$ cat src/common/dasr_pkg.sv
package dasr_pkg;

  // Result word and conversion framing
  localparam int unsigned RESULT_W       = 12;
  localparam int unsigned LEAD_ZEROS     = 4;
  localparam int unsigned FALLS_PER_CONV = LEAD_ZEROS + RESULT_W;
  localparam int unsigned ACQ_CYCLES     = 3;
  localparam int unsigned CNT_W          = 5;
  localparam int unsigned FIFO_DEPTH     = 4;

  localparam logic [CNT_W-1:0] CNT_IDLE  = 5'h00;
  localparam logic [CNT_W-1:0] CNT_FIRST = 5'h01;
  localparam logic [CNT_W-1:0] CNT_LAST  = 5'h10;
  localparam logic [CNT_W-1:0] CNT_ACQ   = 5'h03;
  localparam logic [CNT_W-1:0] CNT_LEAD  = 5'h04;

  // Two's complement codes at the ends and the middle of the range
  localparam logic [RESULT_W-1:0] CODE_POS_FULL  = 12'h7FF;
  localparam logic [RESULT_W-1:0] CODE_ZERO      = 12'h000;
  localparam logic [RESULT_W-1:0] CODE_MINUS_ONE = 12'hFFF;
  localparam logic [RESULT_W-1:0] CODE_NEG_FULL  = 12'h800;

  // Pin levels after reset: select idle high, serial clock idle low
  localparam logic CS_N_RST = 1'b1;
  localparam logic SCLK_RST = 1'b0;

  // Burst pacing figures for the host side
  localparam int unsigned BURST_SCLK_HZ   = 16000000;
  localparam int unsigned BURST_BELOW_SPS = 500000;
  localparam int unsigned MCLK_HZ         = 200000000;

  typedef enum logic [2:0] {
    ST_IDLE  = 3'b001,
    ST_ARMED = 3'b010,
    ST_CONV  = 3'b100
  } dasr_state_e;

endpackage : dasr_pkg

$ cat src/design/dasr_fifo.sv
`timescale 1ns/1ps
`default_nettype none

module dasr_fifo #(
  parameter int unsigned W     = 12,
  parameter int unsigned DEPTH = 4
) (
  input  wire logic         mclk_i,
  input  wire logic         rst_i,
  input  wire logic         ce_i,
  input  wire logic [W-1:0] in_data_i,
  input  wire logic         in_valid_i,
  output logic              in_ready_o,
  output logic [W-1:0]      out_data_o,
  output logic              out_valid_o,
  input  wire logic         out_ready_i
);

  localparam int unsigned PW = (DEPTH > 1) ? $clog2(DEPTH) : 1;
  localparam int unsigned CW = $clog2(DEPTH + 1);
  localparam logic [CW-1:0] FULL_CNT = CW'(DEPTH);
  localparam logic [PW-1:0] LAST_PTR = PW'(DEPTH - 1);

  typedef struct packed {
    logic [DEPTH-1:0][W-1:0] mem;
    logic [PW-1:0]           wr_ptr;
    logic [PW-1:0]           rd_ptr;
    logic [CW-1:0]           count;
    logic                    not_full;
    logic                    not_empty;
  } dasr_fifo_s;

  dasr_fifo_s q;
  dasr_fifo_s d;
  logic       push;
  logic       pop;

  assign push        = in_valid_i & q.not_full;
  assign pop         = out_ready_i & q.not_empty;
  assign in_ready_o  = q.not_full;
  assign out_valid_o = q.not_empty;
  assign out_data_o  = q.mem[q.rd_ptr];

  always_comb
  begin
    d = q;
    if (push)
    begin
      d.mem[q.wr_ptr] = in_data_i;
      d.wr_ptr        = (q.wr_ptr == LAST_PTR) ? '0 : q.wr_ptr + 1'b1;
    end
    if (pop)
    begin
      d.rd_ptr = (q.rd_ptr == LAST_PTR) ? '0 : q.rd_ptr + 1'b1;
    end
    if (push && !pop)
    begin
      d.count = q.count + 1'b1;
    end
    else if (pop && !push)
    begin
      d.count = q.count - 1'b1;
    end
    // Flags registered together with the count
    d.not_full  = (d.count != FULL_CNT);
    d.not_empty = (d.count != '0);
  end

  always_ff @(posedge mclk_i)
  begin
    if (rst_i)
    begin
      q           <= '0;
      q.not_full  <= 1'b1;
    end
    else if (ce_i)
    begin
      q <= d;
    end
  end

endmodule : dasr_fifo

`default_nettype wire

$ cat src/design/dasr_readout.sv
`timescale 1ns/1ps
`default_nettype none

module dasr_readout (
  input  wire logic                           mclk_i,
  input  wire logic                           rst_i,
  input  wire logic                           ce_i,
  input  wire logic                           cs_n_i,
  input  wire logic                           sclk_i,
  output logic                                dout_o,
  output logic                                dout_oe_o,
  output logic                                pwr_down_o,
  output logic                                acq_o,
  output logic                                abort_o,
  output logic                                conv_done_o,
  output logic                                underrun_o,
  input  wire logic [dasr_pkg::RESULT_W-1:0]  sample_data_i,
  input  wire logic                           sample_valid_i,
  output logic                                sample_ready_o
);
  import dasr_pkg::*;

  // Whole state, synchronisers included
  typedef struct packed {
    logic                cs_m;
    logic                cs_s;
    logic                cs_p;
    logic                sclk_m;
    logic                sclk_s;
    logic                sclk_p;
    dasr_state_e         st;
    logic [CNT_W-1:0]    cnt;
    logic [RESULT_W-1:0] word;
    logic                dout;
    logic                oe;
    logic                pwr_dn;
    logic                acq;
    logic                abort;
    logic                done;
    logic                underrun;
  } dasr_rd_s;

  dasr_rd_s            q;
  dasr_rd_s            d;
  logic                cs_fall;
  logic                cs_rise;
  logic                sclk_fall;
  logic                pop;
  logic [RESULT_W-1:0] fifo_data;
  logic                at_last;
  logic                fifo_valid;

  // Falls one to four put leading zeros on the line
  function automatic logic in_lead(input logic [CNT_W-1:0] n);
    in_lead = (n <= CNT_LEAD);
  endfunction : in_lead

  // Falls one to three keep the input in acquisition
  function automatic logic in_acq(input logic [CNT_W-1:0] n);
    in_acq = (n <= CNT_ACQ);
  endfunction : in_acq

  // Bit on the line after falling edge n of a conversion
  function automatic logic out_bit(input logic [CNT_W-1:0]    n,
                                   input logic [RESULT_W-1:0] w);
    logic [CNT_W-1:0] idx;
    idx = CNT_LAST - n;
    if (in_lead(n))
    begin
      out_bit = 1'b0;
    end
    else
    begin
      out_bit = w[idx[3:0]];
    end
  endfunction : out_bit

  // Word for a new conversion, the held one on underrun
  function automatic logic [RESULT_W-1:0] next_word(input logic                avail,
                                                   input logic [RESULT_W-1:0] fresh,
                                                   input logic [RESULT_W-1:0] held);
    if (avail)
    begin
      next_word = fresh;
    end
    else
    begin
      next_word = held;
    end
  endfunction : next_word

  // Falling level between two synchroniser stages
  function automatic logic went_low(input logic older,
                                    input logic newer);
    went_low = older & ~newer;
  endfunction : went_low

  // Rising level between two synchroniser stages
  function automatic logic went_high(input logic older,
                                     input logic newer);
    went_high = ~older & newer;
  endfunction : went_high

  // Samples wait here until a conversion opens
  dasr_fifo #(
    .W     (RESULT_W),
    .DEPTH (FIFO_DEPTH)
  ) u_fifo (
    .mclk_i      (mclk_i),
    .rst_i       (rst_i),
    .ce_i        (ce_i),
    .in_data_i   (sample_data_i),
    .in_valid_i  (sample_valid_i),
    .in_ready_o  (sample_ready_o),
    .out_data_o  (fifo_data),
    .out_valid_o (fifo_valid),
    .out_ready_i (pop)
  );

  // Edges seen on the second synchroniser stage only
  assign cs_fall   = went_low(q.cs_p, q.cs_s);
  assign cs_rise   = went_high(q.cs_p, q.cs_s);
  assign sclk_fall = went_low(q.sclk_p, q.sclk_s);

  // Conversion count at its sixteenth fall
  assign at_last   = (q.cnt == CNT_LAST);

  always_comb
  begin
    d          = q;
    pop        = 1'b0;
    d.abort    = 1'b0;
    d.done     = 1'b0;
    d.underrun = 1'b0;
    d.cs_m     = cs_n_i;
    d.cs_s     = q.cs_m;
    d.cs_p     = q.cs_s;
    d.sclk_m   = sclk_i;
    d.sclk_s   = q.sclk_m;
    d.sclk_p   = q.sclk_s;
    case (q.st)
      ST_IDLE:
      begin
        if (cs_fall)
        begin
          d.oe     = 1'b1;
          d.pwr_dn = 1'b0;
          d.dout   = 1'b0;
          // Select fell on a high clock: wait for its fall
          d.st     = ST_ARMED;
          if (!q.sclk_s)
          begin
            // Select fall counts as falling edge one
            d.st  = ST_CONV;
            d.cnt = CNT_FIRST;
            d.acq = 1'b1;
            pop   = fifo_valid;
            d.underrun = ~fifo_valid;
            d.word = next_word(fifo_valid, fifo_data, q.word);
            d.dout = out_bit(CNT_FIRST, d.word);
          end
        end
        else
        begin
          // Select high: powered down, pin released
          d.oe     = 1'b0;
          d.pwr_dn = 1'b1;
          d.dout   = 1'b0;
          d.acq    = 1'b0;
          d.cnt    = CNT_IDLE;
        end
      end
      ST_ARMED:
      begin
        if (cs_rise)
        begin
          d.st     = ST_IDLE;
          d.oe     = 1'b0;
          d.pwr_dn = 1'b1;
          d.dout   = 1'b0;
          d.abort  = 1'b1;
        end
        else if (sclk_fall)
        begin
          d.st  = ST_CONV;
          d.cnt = CNT_FIRST;
          d.acq = 1'b1;
          pop   = fifo_valid;
          d.underrun = ~fifo_valid;
          d.word = next_word(fifo_valid, fifo_data, q.word);
          d.dout = out_bit(CNT_FIRST, d.word);
        end
        else
        begin
          // Waiting for the first clock fall, line held low
          d.dout = 1'b0;
          d.acq  = 1'b0;
        end
      end
      ST_CONV:
      begin
        if (cs_rise)
        begin
          // Frame end, early rise abandons the conversion
          d.st     = ST_IDLE;
          d.oe     = 1'b0;
          d.pwr_dn = 1'b1;
          d.dout   = 1'b0;
          d.acq    = 1'b0;
          d.abort  = ~at_last;
          d.cnt    = CNT_IDLE;
        end
        else if (sclk_fall)
        begin
          if (at_last)
          begin
            // Next conversion in the same frame
            d.cnt = CNT_FIRST;
            pop   = fifo_valid;
            d.underrun = ~fifo_valid;
            d.word = next_word(fifo_valid, fifo_data, q.word);
          end
          else
          begin
            d.cnt = q.cnt + 1'b1;
          end
          d.acq  = in_acq(d.cnt);
          d.dout = out_bit(d.cnt, d.word);
          // Sixteenth fall ends the conversion
          d.done = (d.cnt == CNT_LAST);
        end
      end
      default:
      begin
        // Stray state code: back to the idle picture
        d.word   = CODE_ZERO;
        d.st     = ST_IDLE;
        d.oe     = 1'b0;
        d.pwr_dn = 1'b1;
        d.dout   = 1'b0;
        d.acq    = 1'b0;
        d.cnt    = CNT_IDLE;
      end
    endcase
  end

  // Reset acts even with the enable low
  always_ff @(posedge mclk_i)
  begin
    if (rst_i)
    begin
      q.cs_m     <= CS_N_RST;
      q.cs_s     <= CS_N_RST;
      q.cs_p     <= CS_N_RST;
      q.sclk_m   <= SCLK_RST;
      q.sclk_s   <= SCLK_RST;
      q.sclk_p   <= SCLK_RST;
      q.st       <= ST_IDLE;
      q.cnt      <= CNT_IDLE;
      q.word     <= CODE_ZERO;
      q.dout     <= 1'b0;
      q.oe       <= 1'b0;
      q.pwr_dn   <= 1'b1;
      q.acq      <= 1'b0;
      q.abort    <= 1'b0;
      q.done     <= 1'b0;
      q.underrun <= 1'b0;
    end
    else if (ce_i)
    begin
      q <= d;
    end
  end

  // Outputs come straight from the state register
  assign dout_o      = q.dout;
  assign dout_oe_o   = q.oe;
  assign pwr_down_o  = q.pwr_dn;
  assign acq_o       = q.acq;
  assign abort_o     = q.abort;
  assign conv_done_o = q.done;
  assign underrun_o  = q.underrun;

endmodule : dasr_readout

`default_nettype wire

$ cat config.mk
export PLATFORM = sky130hd
export DESIGN_NAME = dasr_readout
export DESIGN_NICKNAME = d
export VERILOG_FILES = /design/src/common/dasr_pkg.sv /design/src/design/dasr_fifo.sv /design/src/design/dasr_readout.sv
export SDC_FILE = /design/constraint.sdc
export NUM_CORES = 1
export LEC_CHECK = 0
export ABC_AREA = 1
export BUFFER_PORTS_ARGS = -buffer_cell sky130_fd_sc_hd__clkbuf_2
export CAP_MARGIN = 30
export CORE_MARGIN = 2
export CORE_UTILIZATION = 43
export DETAILED_ROUTE_END_ITERATION = 8
export SYNTH_ARGS = -nofsm -noshare
export SYNTH_HDL_FRONTEND = slang
export SYNTH_SLANG_ARGS = --single-unit
export TNS_END_PERCENT = 30
$ cat constraint.sdc
create_clock -name mclk_i -period 4.9 [get_ports mclk_i]
set_clock_uncertainty 0.2 [all_clocks]
set_input_delay 0.245 -clock mclk_i [delete_from_list [all_inputs] [get_ports mclk_i]]
set_output_delay 0.245 -clock mclk_i [all_outputs]
set_load 0.05 [all_outputs]
=== Yosys cells after proc, flatten, opt, wreduce, memory -nomap -nowiden ===
Index checks and enable logic that the tools add are counted.

* Register bits: 90
* Output and inout port bits: 8
* Logic and storage cells: 139

* Add/sub/neg operators: 6
* $lt $le $gt $ge: 6
* Equal/unequal tests: 18
* Multiplexer cells: 61
* Bitwise logic cells: 10
* Reductions and logical operators: 13

{| class="wikitable"
|+ Operator list
! operator !! count
|-
| $mux 12 || 9
|-
| $pmux 24 s3 || 1
|-
| $bwmux 48 || 1
|-
| $mux 5 || 6
|-
| $bmux 12 s2 || 1
|-
| $demux 12 s2 || 1
|-
| $mux 1 || 23
|-
| $mux 21 || 1
|-
| $mux 20 || 1
|-
| $mux 18 || 1
|-
| $mux 17 || 1
|-
| $mux 3 || 5
|-
| $ne 2x2->1 const B || 7
|-
| $ne 3x3->1 const B || 4
|-
| $eq 5x5->1 const B || 2
|-
| $mux 2 || 5
|-
| $reduce_and 4->1 || 2
|-
| $reduce_and 7->1 || 1
|-
| $lt 2x3->1 const B || 2
|-
| $pmux 1 s3 || 2
|-
| $reduce_and 2->1 || 3
|-
| $add 5x1->5 const B || 1
|-
| $and 1x1->1 || 5
|-
| $le 5x2->1 const B || 1
|-
| 19 further kinds || 28
|}

=== Logic depth before layout (Yosys ltp) ===
Gate-level depths: netlist of run 1.

* Depth in word-level cells: 13
* Gate-level depth with buffers: 15

=== Modules after synthesis ===
From an unflattened synthesis of run 1, not the netlist that was laid out.

* Cells, all modules: 717
* Area total of the unflattened synthesis: 4817.1 µm²

{| class="wikitable"
|+ Modules (own cells, without submodules)
! module !! times used !! cells an instance !! area each (µm²)
|-
| dasr_fifo || 1 || 357 || 2541.2
|-
| dasr_readout || 1 || 360 || 2275.9
|}

=== Worst setup path before layout of run 1 ===
No wires, ideal clock.

* Kind: flip-flop to flip-flop
* Start: reg q[19] in the netlist's numbering
* End: reg q, in the netlist dout_o
* Arrival time: 1.864 ns
* Data required time: 4.630 ns
* Path slack: 2.766 ns
* Stages on the path, launching flop included: 16
* Path buffers: 1
* Period minus slack after synthesis: 2.134 ns
* Cell sequence: dfxtp_1 > inv_1 > ha_1 > nand4_2 > buf_6 > nand2_1 > ha_1 > inv_1 > o21ai_0 > inv_1 > nand2_1 > nand2_1 > nand2_1 > a21oi_1 > nand2_1 > a21oi_1

* Cells in the longest elaborated chain, start to end: 12

{| class="wikitable"
|+ Ends and longest elaborated chain
! item !! RTL line !! source
|-
| from (decl) || dasr_readout.sv:43 || <nowiki>dasr_rd_s q;</nowiki>
|-
| $add 5x1->5 or $eq 5x5->1 (tied branches) || dasr_readout.sv:225, dasr_readout.sv:126 ||
|-
| $mux 5 || dasr_readout.sv:215 || <nowiki>if (at_last)</nowiki>
|-
| $mux 5 || dasr_readout.sv:213 || <nowiki>else if (sclk_fall)</nowiki>
|-
| $mux 5 || dasr_readout.sv:202 || <nowiki>if (cs_rise)</nowiki>
|-
| $mux 5 || dasr_readout.sv:141 || <nowiki>case (q.st)</nowiki>
|-
| $sub 1x4->4 || dasr_readout.sv:67 || <nowiki>idx = CNT_LAST - n;</nowiki>
|-
| $bmux 1 s4 || dasr_readout.sv:74 || <nowiki>out_bit = w[idx[3:0]];</nowiki>
|-
| $mux 1 (implied by the code) || dasr_readout.sv:74 ||
|-
| $mux 1 (*) || dasr_readout.sv:68 || <nowiki>if (in_lead(n))</nowiki>
|-
| $mux 18 (*) || dasr_readout.sv:213 ||
|-
| $mux 1 (*) || dasr_readout.sv:202 ||
|-
| $pmux 24 s3 (*) || dasr_readout.sv:141 ||
|}

Mark *: on every way between the ends. The rest lies on a longest branch, timed or not. The select of a mux whose other input is x is not followed.
A chain may end at the register's enable or synchronous reset.

=== Worst setup path after layout of run 1 ===
Same ends and word-level chain as after synthesis.

==> results.ini, run 1 <==
[status]
status = finished, final reports clean

[placement]
placed_area_mm2 = 0.00490
place_ws_ps = 2050
dpl.hpwl_um = 7820
gp_congestion = 0.869
numPlacedInstances = 816
io_buffers = 25

[power]
leakage_nw = 2.23
power.share.sequential_pct = 43.4
irDropWorstVdd_mv = 0.135
p_sw_mw = 0.608
clkPwrFrac_pct = 34.1
powerDensity_mw_per_mm2 = 352
p_sw_share_pct = 32.7
power_frac_comb_pct = 22.5
intPower_mw = 1.25
fin_total_pwr_mw = 1.86

[critical_path]
crit_buf_inv = 3
start_kind = register
rr_startpoint = q[19]$_SDFFE_PP0P_
crit_required_ps = 5000
criticalPathCategory = register to register
crit_path_cell_trace = inv_1, ha_1, nand4_2, nand2_1, inv_1, ha_1, o21ai_0, inv_1, nand2_1, nand2_1, nand2_1, a21oi_1, nand2_1, a21oi_1
cp_top_family = simple AND/OR/NAND/NOR gates
cpMostUsedCell = nand2_1
end_kind = register
cp_slowest_stage_delay_ps = 460
worst_ep_arrival_time_ps = 3020
critPathLaunch = q[19]$_SDFFE_PP0P_
critPathSlowestCell = nand2_1
path_max_fanout = 14

[layout]
layout_commonest_cell = nand2_1
drive_above_1_share_pct = 14.0
final_cells = 845
area_delta_synth_final_pct = 11.8
antenna_cells = 0
fin_util_pct = 48.9
stdcell_area_mm2 = 0.00528
finalNetCount = 729
final_cell_mix = nand2_1 (102), nor2_1 (97), dfxtp_1 (90)
fillerInstances = 1065

[grt]
grtUsageTotal_pct = 20.6
antenna_found_initial = 0
overflow = 0
grt_max_degree = 54
grt_pass1_vias = 4030
grt_pass1_wl_um = 19000

[timing]
tightest_slew_ps = 911
hold_violations = 0
final-setup-viol-count = 0
holdWs_ps = 0.580
rsz0062_at_grt = no
drv_slew = 0
period_minus_slack_ps = 2920
fmax_mhz = 342
setup_slack_ps = 1980
maxSlewHeadroom_pct = 39.2
period_share_pct = 59.7
finalSetupTns_ps = 0

[yosys]
ys_ff_latch = 90
yosysUniqueCellTypes = 41
synth.cell_area_mm2 = 0.00472
synth_top_area_share_pct = 38.2
avgSynthCellArea_um2 = 6.94
yosysTopAreaCell = dfxtp_1
yosys-top-cells-area = dfxtp_1 (38%), o21ai_0 (9.4%), nand2_1 (8.1%), nor2_1 (7.7%), a21oi_1 (7.0%)
syn_inst = 680
synth_warnings = 0
seq_area_frac_synth_pct = 38.2
syn_nets = 709

[floorplan]
die_w_um = 109
die_area_mm2 = 0.0118
io_pins = 26
rows = 38
start_util_pct = 43.8
die_h_um = 109
coreArea_mm2 = 0.0108

[clock_network]
clkLatencyLatePin_ps = 380
h-tree-depth = 3
cts_setup_buffers = 0
cts.sinks = 90
numCtsBuffers = 9
cts_tree = done
cts-root-buf = clkbuf_8
cts.clk_slew.worst_paths_ps = 100
clk_path_buf_depth = 2

[worst_hold_path]
hp-start = sample_data_i[3]
hold_path_class = input pin to register

[routing]
final_antenna_net_count = 0
wl_per_cell_um = 13.8
vias_per_cell = 5.23
first_pass_iters = 6
drc = 0
routed_wl_um = 11600
first_iter_violations = 248
vias = 4421

[flow_run]
maxCapViolations = 0

## kinds of logic (layout without fill, tap and decap cells)
family / count (synthesis) / count (layout) / share of synthesized area [%]
adder cells (fa/ha/maj): 11 / 11 / 2.91
AND/OR/NAND/NOR: 279 / 279 / 28.1
buffers and inverters: 113 / 138 / 9.43
flip-flops: 90 / 90 / 38.2
AO/OA/AOI/OAI: 186 / 186 / 21.3
XOR/XNOR: 1 / 1 / 0.186
## worst reg2reg max path: stages (launching register included)
cell	delay, ps
dfxtp_1	370
inv_1	100
ha_1	170
nand4_2	320
nand2_1	460
inv_1	140
ha_1	370
o21ai_0	130
inv_1	110
nand2_1	60
nand2_1	80
nand2_1	50
a21oi_1	120
nand2_1	60
a21oi_1	110
## final timing paths
kind	to	depth (start not counted)	slack, ps
worst max register to register	dout_o$_SDFFE_PP0P_	14	1980
worst max-delay path	dout_o$_SDFFE_PP0P_	14	1980
worst min-delay path	u_fifo.q[12]$_SDFFE_PP0P_	3	0.6
worst min register to register	u_fifo.q[30]$_SDFFE_PP0P_	2	260
## cell type report
class | count | area, µm² | area share (%)
Clock buffer | 9 | 124 | 2.35
Inverter | 82 | 310 | 5.88
Clock inverter | 7 | 124 | 2.35
Timing Repair Buffer | 40 | 270 | 5.12
Tap cell | 140 | 175 | 3.32
Multi-Input combinational cell | 477 | 2470 | 46.9
Sequential cell | 90 | 1800 | 34.1
## what timing repair did
action,in CTS,in global routing
hold endpoints to repair,42,0
hold buffers,13,0
resized for setup,0,0
## state kept, by name (all words and copies together), names as in the netlist
signal              cells
abort_o                 1
acq_o                   1
conv_done_o             1
d                       4
dout_o                  1
dout_oe_o               1
pwr_down_o              1
q                      22
u_fifo.in_ready_o       1
u_fifo.out_valid_o      1
u_fifo.q               55
underrun_o              1
## cells in the mapped netlist, drive strengths merged
master and number:
nand2 110, nor2 109, o21ai 98, dfxtp 90, inv 81, a21oi 66
nand3 43, clkbuf 21, ha 11, buf 10, or2 7, o211ai 6
a211oi 4, nand4 4, o22ai 4, nor4 3, nor3 2, o2111ai 2
o221ai 2, a31oi 1, clkinv 1, nand3b 1, o21bai 1, o311ai 1
o31ai 1, xnor2 1
## power groups by stage
| stage | logic [mW] | registers (mW) | clock network (mW) |
|---|---|---|---|
| CTS | 0.417 | 0.806 | 0.643 |
| global route | 0.468 | 0.812 | 0.675 |
| global placement | 0.393 | 0.821 | 0 |
| floorplan | 0.308 | 0.824 | 0 |
| detailed placement | 0.407 | 0.822 | 0 |
| finish | 0.419 | 0.806 | 0.634 |
## routing by layer
layer	GRT usage, %	vias to the layer above	wire length (µm)
li1	-	2270	-
met1	27.9	2003	5570
met2	32.1	122	5220
met3	4.06	26	587
met4	8.42	0	257
met5	0	-	0
(Power assumes the default switching activity.)
==> run 2: changes to the inputs <==
clock period = 2.4 ns   (was 4.9 ns; I/O delays follow)
==> results.ini, run 2 (same netlist as run 1, synthesis figures left out) <==
[timing]
holdWs_ps = 18.9  ; was 0.580 ps
rsz0062_at_grt = no  ; unchanged
drv_slew = 0  ; unchanged
period_minus_slack_ps = 2190  ; was 2920 ps
finalSetupTns_ps = 0  ; unchanged
fmax_mhz = 456  ; was 342 MHz
period_share_pct = 91.4  ; was 59.7%
final-setup-viol-count = 0  ; unchanged
tightest_slew_ps = 535  ; was 911 ps
setup_slack_ps = 206  ; was 1980 ps
maxSlewHeadroom_pct = 64.3  ; was 39.2%
hold_violations = 0  ; unchanged

[placement]
place_ws_ps = 218  ; was 2050 ps
io_buffers = 25  ; unchanged
gp_congestion = 0.840  ; was 0.869
dpl.hpwl_um = 8080  ; was 7820 µm

[floorplan]
die_area_mm2 = 0.0118  ; unchanged
rows = 38  ; unchanged
start_util_pct = 43.8  ; unchanged
io_pins = 26  ; unchanged
die_w_um = 109  ; unchanged
coreArea_mm2 = 0.0108  ; unchanged
die_h_um = 109  ; unchanged

[layout]
final_cell_mix = nand2_1 (102), nor2_1 (97), o21ai_0 (89), dfxtp_1 (89), a21oi_1 (66)  ; was nand2_1 (102), nor2_1 (97), dfxtp_1 (90)
drive_above_1_share_pct = 15.7  ; was 14.0%
finalNetCount = 744  ; was 729
largest_reg_flops = 55  ; unchanged
fin_util_pct = 49.8  ; was 48.9%
layout_commonest_cell = nand2_1  ; unchanged
area_delta_synth_final_pct = 13.8  ; was 11.8%
top_register = u_fifo.q  ; unchanged
antenna_cells = 0  ; unchanged

[power]
leakage_nw = 2.29  ; was 2.23 nW
powerDensity_mw_per_mm2 = 674  ; was 352 mW/mm²
irDropWorstVdd_mv = 0.372  ; was 0.135 mV
fin_total_pwr_mw = 3.62  ; was 1.86 mW

[flow_run]
maxCapViolations = 0  ; unchanged

[critical_path]
worst_ep_arrival_time_ps = 2290  ; was 3020 ps
end_kind = register  ; unchanged
critPathLaunch = q[20]$_SDFFE_PP0P_  ; was q[19]$_SDFFE_PP0P_
crit_required_ps = 2500  ; was 5000 ps
path_max_fanout = 5  ; was 14
criticalPathCategory = register to register  ; unchanged
r2r_cells = 15  ; was 14
r2r_slack_ps = 210  ; was 1980 ps
rr_startpoint = q[20]$_SDFFE_PP0P_  ; was q[19]$_SDFFE_PP0P_
start_kind = register  ; unchanged

[routing]
routed_wl_um = 11600  ; about the same
final_antenna_net_count = 0  ; unchanged
drc = 0  ; unchanged
first_pass_iters = 5  ; was 6
first_iter_violations = 219  ; was 248
wl_per_cell_um = 13.5  ; was 13.8 µm
vias = 4417  ; was 4421
vias_per_cell = 5.14  ; was 5.23

[worst_hold_path]
holdPathStages = 3  ; unchanged
hp-start = rst_i  ; was sample_data_i[3]
hold_path_class = input pin to register  ; unchanged

[grt]
overflow = 0  ; unchanged
antenna_found_initial = 0  ; unchanged
grt_pass1_wl_um = 19700  ; was 19000 µm
grt_pass1_vias = 4159  ; was 4030
grt_max_degree = 53  ; was 54
grtUsageTotal_pct = 21.0  ; was 20.6%

[clock_network]
cts_tree = done  ; unchanged
cts-root-buf = clkbuf_8  ; unchanged
cts.sinks = 90  ; unchanged
cts_setup_buffers = 0  ; unchanged
cts.clk_slew.worst_paths_ps = 90  ; was 100 ps
h-tree-depth = 3  ; unchanged
clk_path_buf_depth = 2  ; unchanged
clkLatencyLatePin_ps = 360  ; was 380 ps
numCtsBuffers = 9  ; unchanged

[status]
status = finished, final reports clean  ; unchanged

==> run 2: changes by cell type in the layout (fill, tap and decap cells not counted) <==
cell           before  now
buf_12              0    1
buf_4               2   14
bufinv_16           3    1
clkbuf_8            9   11
clkinvlp_4          0    1
dfxtp_1            90   89
dfxtp_2             0    1
dlygate4sd3_1      13   15
inv_8               1    0
==> run 2: what timing repair did <==
action	4_1_cts	5_1_grt
endpoints found under the hold margin	53	0
gates resized for setup	0	1
hold buffers	15	0
setup endpoints to repair	0	1
==> run 2: worst max-delay path: stages, from the launching register on <==
cell and delay [ps]:
dfxtp_2 350, inv_1 70, ha_1 160, nand4_2 170, nand2_1 120, inv_1 70
ha_1 320, inv_1 90, o21ai_0 90, inv_1 60, nand2_1 50, nand2_1 50
nand2_1 50, a21oi_1 120, nand2_1 70, a21oi_1 110
==> run 2: power by group <==
group          switching [mW]  internal, mW  leakage (nW)
registers              0.0633          1.57         0.734
logic                   0.582         0.298          1.45
clock network           0.562         0.542         0.106
total                    1.21          2.41          2.29
==> run 2: final cells by class <==
class / count / area (µm²)
clock inverter: 5 / 60.1
sequential: 90 / 1800
fill: 1120 / 5420
inverter: 82 / 310
multi-input combinational: 477 / 2470
tap: 140 / 175
timing repair buffer: 55 / 400
clock buffer: 11 / 151
==> run 2: final timing paths <==
path | to
worst max register to register | dout_o$_SDFFE_PP0P_
worst max-delay path | dout_o$_SDFFE_PP0P_
worst min-delay path | u_fifo.out_valid_o$_SDFFE_PP0P_
worst min register to register | u_fifo.q[32]$_SDFFE_PP0P_
==> run 2: stage by stage <==
step	cell area, µm²	std cells
global placement	5010	829
CTS	5370	860
floorplan	4720	680
detailed placement	5010	829
global route	5380	860
finish	5380	860
==> run 2: per-layer routing <==
metal,vias up,GRT usage (%),wire (µm)
met5,-,0,0
met4,0,5.49,122
met3,10,3.89,358
met2,72,33.7,5350
met1,2034,29.1,5760
li1,2301,-,-
